<file path="config.mk">
export PLATFORM = sky130hd
export DESIGN_NAME = stb_broadcast_trigger
export DESIGN_NICKNAME = d
export VERILOG_FILES = /design/src/stb_pkg.sv /design/src/stb_broadcast_trigger.sv
export SDC_FILE = /design/constraint.sdc
export NUM_CORES = 1
export LEC_CHECK = 0
export BUFFER_PORTS_ARGS = -buffer_cell sky130_fd_sc_hd__buf_2
export CELL_PAD_IN_SITES_DETAIL_PLACEMENT = 0
export CELL_PAD_IN_SITES_GLOBAL_PLACEMENT = 2
export CORE_ASPECT_RATIO = 0.6
export CORE_MARGIN = 4
export CORE_UTILIZATION = 34
export CTS_CLUSTER_SIZE = 28
export DETAILED_ROUTE_END_ITERATION = 10
export GPL_TIMING_DRIVEN = 0
export PLACE_DENSITY = 0.9
export RECOVER_POWER = 25
export SETUP_SLACK_MARGIN = 0.05
export SLEW_MARGIN = 20
export SYNTH_ARGS = -nofsm -noshare
export SYNTH_HDL_FRONTEND = slang
export SYNTH_SLANG_ARGS = --single-unit
</file>
<file path="constraint.sdc">
create_clock -name clk -period 3.4 [get_ports clk]
set_input_delay 0.17 -clock clk [delete_from_list [all_inputs] [get_ports clk]]
set_output_delay 0.17 -clock clk [all_outputs]
set_load 0.005 [all_outputs]
</file>
<file path="src/stb_pkg.sv">
// Package of constants for the step sequencer broadcast trigger enable block
`default_nettype none
package stb_pkg;
	// Register byte offsets on the AHB-Lite slave
	localparam logic [7:0] BTE_OFFSET = 8'h00;
	localparam logic [7:0] CTRL_OFFSET = 8'h04;
	localparam logic [7:0] STAT_OFFSET = 8'h08;
	// Field positions in the broadcast trigger enable register
	localparam int COMPARE1_TRIGGER_BIT = 0;
	localparam int COMPARE2_TRIGGER_BIT = 1;
	localparam int COMPARE3_TRIGGER_BIT = 2;
	localparam int COMPARE4_TRIGGER_BIT = 3;
	localparam int COMPARE1_CLOCK_BIT = 4;
	// Field positions in the control register
	localparam int CTRL_ENABLE_BIT = 0;
	localparam int CTRL_START_BIT = 1;
	// Reset values
	localparam logic [15:0] BTE_RESET = 16'h0000;
	localparam logic [1:0] CTRL_RESET = 2'h0;
	// Control step command opcode and broadcast option code
	localparam logic [3:0] CTRL_CMD_OPCODE = 4'h1;
	localparam logic [3:0] BROADCAST_OPTION = 4'hf;
	// AHB transfer type for a started transfer
	localparam logic [1:0] HTRANS_NONSEQ = 2'h2;
endpackage
`default_nettype wire

</file>
<file path="src/stb_broadcast_trigger.sv">
// Broadcast trigger enable register and strobe generator for the step sequencer
//
// The implementer's own choices: the AHB-Lite register port and the address map.
`default_nettype none

// Functional notes
// - Bit 4 gates clock pulse to compare unit 1
// - Bit 3 gates trigger to compare unit 4
// - Bit 2 gates trigger to compare unit 3
// - Bit 1 gates trigger to compare unit 2
// - Bit 0 gates trigger to compare unit 1
// - Enable register writes ignored while enabled and started
// - Only broadcast control command uses these bits
module stb_broadcast_trigger
	import stb_pkg::*;
#(
	parameter int UNITS = 4 // Output compare units served
) (
	input wire logic clk,
	input wire logic sys_rst,
	// AHB-Lite slave
	input wire logic hsel,
	input wire logic [7:0] haddr,
	input wire logic [1:0] htrans,
	input wire logic hwrite,
	input wire logic [2:0] hsize,
	input wire logic [31:0] hwdata,
	input wire logic hready,
	output logic [31:0] hrdata,
	output logic hreadyout,
	output logic hresp,
	// Step command executing this cycle, with its opcode and option
	input wire logic cmdExec,
	input wire logic [3:0] cmdOpcode,
	input wire logic [3:0] cmdOption,
	// Strobes toward the output compare units
	output logic [UNITS-1:0] compareTrigger,
	output logic compare1Clock
);

	// Elaboration check: the strobe map is fixed to four units, so any
	// other count would leave strobes unmapped or read past the field
	generate
		if (UNITS != 4) begin : g_bad_units
			$error("stb_broadcast_trigger serves exactly four compare units");
		end
	endgenerate

	logic [15:0] bteReg_r; // Broadcast trigger enable register
	logic [1:0] ctrlReg_r; // Module enable and start flag
	logic wrPend_r; // Data phase of a write is due
	logic [7:0] addrPend_r; // Address captured in the address phase
	logic frozen; // Register locked while sequencing
	logic isBroadcast; // Broadcast control command executes now
	logic [31:0] rdData;
	logic [15:0] sentCount_r; // Broadcasts seen, a status counter

	assign frozen = ctrlReg_r[CTRL_ENABLE_BIT] & ctrlReg_r[CTRL_START_BIT];
	// only the broadcast control command counts
	assign isBroadcast = cmdExec && cmdOpcode == CTRL_CMD_OPCODE
		&& cmdOption == BROADCAST_OPTION;

	// Capture write address phase; the slave never waits, so hreadyout is low only in the first cycle out of reset and stays high after it
	always_ff @(posedge clk or posedge sys_rst) begin
		if (sys_rst) begin
			wrPend_r <= 1'b0;
			addrPend_r <= 8'h00;
		end else if (hready) begin
			wrPend_r <= hsel && hwrite && htrans == HTRANS_NONSEQ;
			addrPend_r <= haddr;
		end
	end

	// Broadcast enable register, written in the data phase
	always_ff @(posedge clk or posedge sys_rst) begin
		if (sys_rst) begin
			bteReg_r <= BTE_RESET;
		end else if (wrPend_r && addrPend_r == BTE_OFFSET && !frozen) begin
			bteReg_r <= hwdata[15:0];
		end
	end

	// Control register, always writable so software can stop the sequence
	always_ff @(posedge clk or posedge sys_rst) begin
		if (sys_rst) begin
			ctrlReg_r <= CTRL_RESET;
		end else if (wrPend_r && addrPend_r == CTRL_OFFSET) begin
			ctrlReg_r <= hwdata[1:0];
		end
	end

	// Count executed broadcasts so software can see activity
	always_ff @(posedge clk or posedge sys_rst) begin
		if (sys_rst) begin
			sentCount_r <= 16'h0000;
		end else if (isBroadcast) begin
			sentCount_r <= sentCount_r + 16'h0001;
		end
	end

	// Read mux, decoded from the live address phase; unmapped reads give zero
	always_comb begin
		rdData = 32'h0000_0000;
		unique case (haddr)
			BTE_OFFSET: rdData = {16'h0000, bteReg_r};
			CTRL_OFFSET: rdData = {30'h0, ctrlReg_r};
			STAT_OFFSET: rdData = {15'h0, frozen, sentCount_r};
			default: rdData = 32'h0000_0000;
		endcase
	end

	// Read data registered at the address phase, standing in the data phase
	always_ff @(posedge clk or posedge sys_rst) begin
		if (sys_rst) begin
			hrdata <= 32'h0000_0000;
		end else if (hready && hsel && !hwrite && htrans == HTRANS_NONSEQ) begin
			hrdata <= rdData;
		end
	end

	// Zero wait states and always OKAY
	always_ff @(posedge clk or posedge sys_rst) begin
		if (sys_rst) begin
			hreadyout <= 1'b0;
			hresp <= 1'b0;
		end else begin
			hreadyout <= 1'b1;
			hresp <= 1'b0;
		end
	end

	// Trigger strobes, one per compare unit, bit i of the register
	// registered single-cycle strobes, all in one cycle
	genvar i;
	generate
		for (i = 0; i < UNITS; i++) begin : g_trig
			always_ff @(posedge clk or posedge sys_rst) begin
				if (sys_rst) begin
					compareTrigger[i] <= 1'b0;
				end else begin
					compareTrigger[i] <= isBroadcast & bteReg_r[COMPARE1_TRIGGER_BIT + i];
				end
			end
		end
	endgenerate

	// clock pulse to compare unit 1
	always_ff @(posedge clk or posedge sys_rst) begin
		if (sys_rst) begin
			compare1Clock <= 1'b0;
		end else begin
			compare1Clock <= isBroadcast & bteReg_r[COMPARE1_CLOCK_BIT];
		end
	end
endmodule
`default_nettype wire

</file>
==> results of run 1 <==
==> cell families (layout without fill, tap and decap cells) <==
group | after synthesis | in the layout | share of synthesized area, %
AO/OA/AOI/OAI | 21 | 21 | 4.88
XOR/XNOR | 15 | 15 | 4.45
adder cells (fa/ha/maj) | 1 | 1 | 0.424
buffers and inverters | 28 | 107 | 6.23
flip-flops | 66 | 66 | 56.0
multiplexers | 43 | 43 | 15.7
other | 2 | 17 | 0.255
AND/OR/NAND/NOR | 64 | 64 | 12.0
==> power groups by stage <==
stage | sequential, W | combinational [W] | clock, W
after floorplan | 0.000838 | 0.0000788 | 0
after global placement | 0.000843 | 0.000114 | 0
after detailed placement | 0.000844 | 0.000121 | 0
after CTS | 0.000831 | 0.000122 | 0.000891
after global routing | 0.000834 | 0.000133 | 0.000924
final | 0.000831 | 0.000117 | 0.000865
==> layout make-up <==
class                   instances  area share, %
well taps                     108           3.61
clock inverters                 2          0.267
inverters                       2          0.234
multi-input cells             161           31.3
clock buffers                  14           7.31
plain buffers                  26           4.71
flip-flops and latches         66           44.1
repair buffers                 63           8.55
==> registers in the layout (all words and copies together), names as in the netlist <==
register / flops
bteReg_r: 16
wrPend_r: 1
hreadyout: 1
sentCount_r: 16
hrdata: 17
ctrlReg_r: 2
compareTrigger: 4
compare1Clock: 1
addrPend_r: 8
==> per-layer routing <==
metal	wire length (um)	global-route usage (%)	share of wire, %	up-vias
li1	-	-	-	974
met1	3160	19.4	49	935
met2	2760	18.8	43	55
met3	434	6.51	6.8	5
met4	48	3.81	0.75	0
met5	0	0	0	-
==> repair_timing <==
action	in CTS	in global routing
setup buffers	0	0
hold buffers	1	0
endpoints found under the hold margin	22	0
==> worst min-delay path by stage <==
stage	slack (ns)	end
3_3_place_gp	0.40	bteReg_r[11]
5_1_grt	0.07	bteReg_r[9]
6_report	0.07	bteReg_r[6]
3_5_place_dp	0.16	addrPend_r[1]
4_1_cts	0.06	bteReg_r[11]
2_1_floorplan	0.31	wrPend_r
==> metrics by stage <==
step | util, % | std cells | hold slack (ns) | power (W)
floorplan | - | 255 | 0.313 | 0.000917
global placement | 42.2 | 424 | 0.402 | 0.000957
detailed placement | 42.6 | 425 | 0.164 | 0.000965
CTS | 46.2 | 442 | 0.0588 | 0.00184
global route | 45.9 | 442 | 0.0679 | 0.00189
finish | 45.9 | 442 | 0.0710 | 0.00181
==> worst reg2reg max path: stages, from the launching register on <==
cell,delay (ns)
dfrtp_1,0.37
nor4_1,0.46
nand3_1,0.49
clkbuf_1,0.44
mux2_2,0.37
==> Yosys cell counts, types with 4 or more instances <==
cell type | number | area [um2]
dfrtp_1 | 66 | 1650
mux2_2 | 27 | 304
nand2_1 | 22 | 82.6
buf_4 | 16 | 120
mux2i_1 | 16 | 160
xnor2_1 | 13 | 114
o21ai_2 | 10 | 87.6
nand3_1 | 9 | 45.0
and2_1 | 7 | 43.8
o21ai_0 | 7 | 35.0
nand4_1 | 5 | 31.3
clkbuf_1 | 4 | 15.0
==> layout by cell type, fill, tap and decap left out, types with 2 or more instances in the layout <==
cell and count:
a21oi_1 3, and2_1 7, and3_1 3, and4_1 3
buf_2 64, buf_4 16, buf_6 2, clkbuf_1 6
clkbuf_16 9, clkbuf_8 3, clkinv_2 2, conb_1 17
dfrtp_1 66, mux2_2 27, mux2i_1 16, nand2_1 22
nand3_1 9, nand4_1 5, nor2_1 3, nor4_1 3
o21ai_0 7, o21ai_2 10, xnor2_1 13, xor2_1 2
==> results.py, run 1 <==
metrics = {
    "power": {
        "p_switching_w": 0.000387,
        "seq_power_share_pct": 45.8,
        "power_leakage_nw": 1.86,
        "switching_share_pct": 21.3,
        "p_clk_share_pct": 47.7,
        "peakVddDrop_mv": 0.229,
        "p_int_w": 0.00143,
        "comb_power_share_pct": 6.4,
        "power_per_cell_area_mw_per_mm2": 484,
    },
    "cts": {
        "clkTransAtPathRegs_ns": 0.05,
        "htreeDepth": 3,
        "clock_latency_ns": 0.33,
        "cts_tree": "done",
        "clockBufferDepth": 2,
        "root_buffer": "clkbuf_16",
        "post_cts_resized": 0,
        "clock_sinks": 66,
        "cts_buffers": 9,
    },
    "placed_design": {
        "placed_cell_area_mm2": 0.00348,
        "io_buffers": 61,
        "dp_hpwl_mm": 4.80,
        "place_ws_ns": 1.16,
        "place_congestion": 0.767,
    },
    "critical_path": {
        "crit_path_max_incr_delay_ns": 0.49,
        "cp.arrival_ns": 2.46,
        "startpoint": "addrPend_r[0]",
        "crit_required_ns": 3.61,
        "timing.rr.end": "bteReg_r[12]",
        "start_kind": "flip-flop",
        "cp.depth": 4,
        "reg2reg_setup_slack_ns": 1.15,
        "rr_startpoint": "addrPend_r[0]",
        "cp_max_fo": 10,
        "endpoint": "bteReg_r[12]",
        "reg2regPathDepth": 4,
        "critical_path_class": "flip-flop to flip-flop",
        "path_buf_inv": 1,
        "slowest_stage": "nand3_1",
        "cp_cell_sequence": "nor4_1, nand3_1, clkbuf_1, mux2_2",
        "path_delay_family": "simple AND/OR/NAND/NOR gates",
        "cp-end-kind": "flip-flop",
    },
    "grt": {
        "antenna_found_initial": 0,
        "grt-ovfl-total": 0,
        "grt_max_degree": 45,
        "grt_first_pass_wirelength_mm": 10.6,
        "grt_pass1_vias": 2045,
        "grt.total_usage_pct": 13.8,
    },
    "worst_hold_path": {
        "holdPathStages": 2,
        "min_from": "hwdata[6]",
        "hold_path_class": "input port to flip-flop",
    },
    "timing": {
        "fin_crit_sh_pct": 66.3,
        "hold_viol_final": 0,
        "worstMarginPinSlew_ns": 1.07,
        "max_freq_ghz": 0.444,
        "drv_slew": 0,
        "rsz0062_at_grt": "false",
        "setup_viol": 0,
        "slew_headroom_pct": 28.7,
        "setup_ws_ns": 1.15,
        "period_needed_ns": 2.25,
        "tns_ns": 0,
        "clock_skew_ns": 0.00406,
    },
    "yosys": {
        "ys_ff_latch": 66,
        "synth.distinct_cells": 34,
        "synthArstFlopShare_pct": 100,
        "ys.flop_type": "dfrtp_1",
        "syn_inst": 240,
        "yosys_warnings": 0,
        "synth_area_mm2": 0.00295,
        "synth_edf_count": 0,
        "ys_seq_area_share_pct": 56.0,
        "synth.avg_cell_area_um2": 12.3,
    },
    "routing": {
        "vias": 1969,
        "drtIter0Drc": 108,
        "drtAntennaViolNets": 0,
        "totalWireLength_mm": 6.40,
        "wl_per_cell_um": 14.5,
        "firstDrtPassIters": 4,
        "drt-vias-per-instance": 4.45,
        "drc_errors": 0,
    },
    "final_layout": {
        "multi_input_area_mm2": 0.00117,
        "drive_gt1_share_pct": 41.6,
        "fin_nets": 389,
        "final_cell_area_mm2": 0.00375,
        "antenna_cells": 0,
        "fill_cells": 772,
        "area_growth_pct": 27.0,
        "regArea_mm2": 0.00165,
    },
    "floorplan": {
        "core_mm2": 0.00816,
        "fp.dieH_um": 80.2,
        "die_area_mm2": 0.0103,
        "die_x_um": 128,
        "io_pins": 98,
        "row_count": 25,
        "start_util_pct": 36.1,
    },
    "outcome": {
        "status": "complete, no violations",
    },
    "flow_run": {
        "drv_cap": 0,
    },
}
No activity file was read; power rests on OpenSTA's default activity.
==> inputs of run 2 (changes only) <==
Settings changed: ABC_AREA set to 1, CORE_UTILIZATION 34 to 30, PLACE_DENSITY 0.9 to 0.87.
Clock period 3.4 ns to 2.1 ns, I/O delays scaled along.
==> results.py, run 2 <==
metrics = {
    "outcome": {
        "status": "complete, no violations",
    },
    "yosys": {
        "yosys-top-cells-count": "nand2_1 (156), dfrtp_1 (66), nand3_1 (34)",
        "yosysTopAreaCell": "dfrtp_1",
        "synth_edf_count": 0,
        "synth_top_area_share_pct": 47.4,
        "synthArstFlopShare_pct": 100,
        "yosys_warnings": 0,
        "ys_seq_area_share_pct": 47.4,
        "synth_area_mm2": 0.00348,
        "synth.distinct_cells": 30,
        "synth.avg_cell_area_um2": 8.08,
        "ys.flop_type": "dfrtp_1",
        "synth_area_leaders": "dfrtp_1 (47%), nand2_1 (17%), nand3_1 (4.9%), buf_4 (4.1%), inv_1 (3.6%)",
        "ys_ff_latch": 66,
        "yosysMostFrequentCell": "nand2_1",
        "syn_inst": 431,
    },
    "timing": {
        "slew_headroom_pct": 30.8,
        "worstMarginPinSlew_ns": 1.03,
        "clock_skew_ns": 0.00411,
        "drv_slew": 0,
        "fin_hold_ws_ns": 0.00858,
        "period_needed_ns": 1.66,
        "setup_ws_ns": 0.440,
        "rsz0062_at_grt": "false",
        "max_freq_ghz": 0.603,
        "hold_viol_final": 0,
        "fin_crit_sh_pct": 79.0,
        "setup_viol": 0,
    },
    "cts": {
        "htreeDepth": 3,
        "root_buffer": "clkbuf_16",
        "holdBufCountCts": 2,
        "post_cts_resized": 0,
        "clockBufferDepth": 2,
        "clock_sinks": 66,
        "cts_buffers": 9,
        "clkTransAtPathRegs_ns": 0.05,
        "clock_latency_ns": 0.33,
        "cts_tree": "done",
        "postCtsSetupBuffers": 0,
    },
    "critical_path": {
        "rr_startpoint": "sentCount_r[0]",
        "cp-end-kind": "flip-flop",
        "critical_path_class": "flip-flop to flip-flop",
        "startpoint": "sentCount_r[0]",
        "reg2regPathDepth": 6,
        "endpoint": "sentCount_r[8]",
        "crit_required_ns": 2.31,
        "start_kind": "flip-flop",
        "cp.arrival_ns": 1.87,
        "timing.rr.end": "sentCount_r[8]",
        "reg2reg_setup_slack_ns": 0.44,
        "cp_max_fo": 7,
    },
    "routing": {
        "wl_per_cell_um": 13.1,
        "drt-vias-per-instance": 4.24,
        "drtIter0Drc": 193,
        "totalWireLength_mm": 8.97,
        "vias": 2904,
        "drtAntennaViolNets": 0,
        "firstDrtPassIters": 4,
        "drc_errors": 0,
    },
    "power": {
        "power_leakage_nw": 2.33,
        "peakVddDrop_mv": 0.317,
        "power_per_cell_area_mw_per_mm2": 692,
    },
    "final_layout": {
        "antenna_cells": 0,
        "layout_commonest_cell": "nand2_1",
        "final_cell_area_mm2": 0.00436,
        "finish.utilization_pct": 38.4,
        "reg_top3": "hrdata (17), bteReg_r (16), sentCount_r (16)",
        "finalNonFillerCells": 685,
        "area_growth_pct": 25.1,
        "fill_cells": 1207,
        "top_register": "hrdata",
        "largest_reg_flops": 17,
        "fin_nets": 581,
        "drive_gt1_share_pct": 27.6,
        "most-common-layout-cells": "nand2_1 (156), dfrtp_1 (66), buf_2 (62), nand3_1 (34), inv_1 (32)",
    },
    "placed_design": {
        "placed_cell_area_mm2": 0.00407,
        "io_buffers": 61,
        "place_ws_ns": 0.464,
        "dp_cells": 668,
        "place_congestion": 0.809,
        "dp_hpwl_mm": 6.93,
    },
    "grt": {
        "grt_first_pass_wirelength_mm": 14.8,
        "grt_pass1_vias": 2870,
        "grt.total_usage_pct": 14.0,
        "grt_max_degree": 46,
        "grt-ovfl-total": 0,
        "antenna_found_initial": 0,
    },
    "floorplan": {
        "die_x_um": 147,
        "die_area_mm2": 0.0135,
        "io_pins": 98,
        "core_mm2": 0.0113,
        "fp.dieH_um": 91.5,
        "start_util_pct": 30.7,
        "row_count": 30,
    },
    "flow_run": {
        "drv_cap": 0,
    },
    "worst_hold_path": {
        "hold_path_class": "input port to flip-flop",
    },
}
[run 2: cell types whose count changed in the layout (fill, tap and decap cells not counted), moves of 14 or more]
cell,change
nand2_1,+134
inv_1,+31
mux2_2,-27
nand3_1,+25
nor2_1,+18
mux2i_1,-16
nand2_2,+15
o21ai_1,+14
[run 2: routing by layer]
metal	global-route usage, %	routed length (um)
met5	0	0
met4	2.79	29
met3	4.14	475
met2	18.8	3560
met1	21.8	4910
[run 2: worst max-delay path, cell delays in order, from the launching register on]
cell and delay, ns:
dfrtp_1 0.48, ha_1 0.31, nand2_1 0.12, nor2_1 0.27, nand2_1 0.15, o21ai_1 0.15, nand2_1 0.07
[run 2: kinds of logic after synthesis]
| family | Yosys count | share of synthesized area, % |
|---|---|---|
| flip-flops | 66 | 47.4 |
| other | 2 | 0.216 |
| AND/OR/NAND/NOR | 255 | 34.3 |
| buffers and inverters | 65 | 10.1 |
| adder cells (fa/ha/maj) | 1 | 0.359 |
| XOR/XNOR | 7 | 1.76 |
| AO/OA/AOI/OAI | 35 | 5.82 |
[run 2: worst min-delay path by stage]
stage / from / to / slack, ns / cells after the start
2_1_floorplan: haddr[0] / addrPend_r[0] / 0.22 / 2
3_5_place_dp: sys_rst / hreadyout / 0.08 / 2
5_1_grt: hwrite / wrPend_r / 0.03 / 3
6_report: hwdata[13] / bteReg_r[13] / 0.009 / 3
4_1_cts: hwdata[14] / bteReg_r[14] / 0.004 / 3
3_3_place_gp: hwdata[14] / bteReg_r[14] / 0.35 / 3
[run 2: stage by stage]
stage	setup TNS, ns	power, W
6_report	0	0.00302
5_1_grt	0	0.00315
4_1_cts	0	0.00305
3_5_place_dp	0	0.00158
3_3_place_gp	-34.93	0.00157
2_1_floorplan	0	0.00149
[run 2: where the power goes]
group	leakage [nW]	switching, W	internal [W]	total [W]
clock network	0.142	0.000520	0.000940	0.00146
registers	0.776	0.0000259	0.00131	0.00133
logic	1.41	0.000134	0.0000895	0.000223
total	2.33	0.000680	0.00234	0.00302
[run 2: final cells by class]
cell class	count	area, um2	area share, %
multi-input cells	315	1510	34.8
clock inverters	3	40.0	0.919
plain buffers	26	204	4.68
inverters	39	148	3.39
flip-flops and latches	66	1650	37.9
well taps	160	200	4.60
clock buffers	12	246	5.66
repair buffers	64	353	8.10
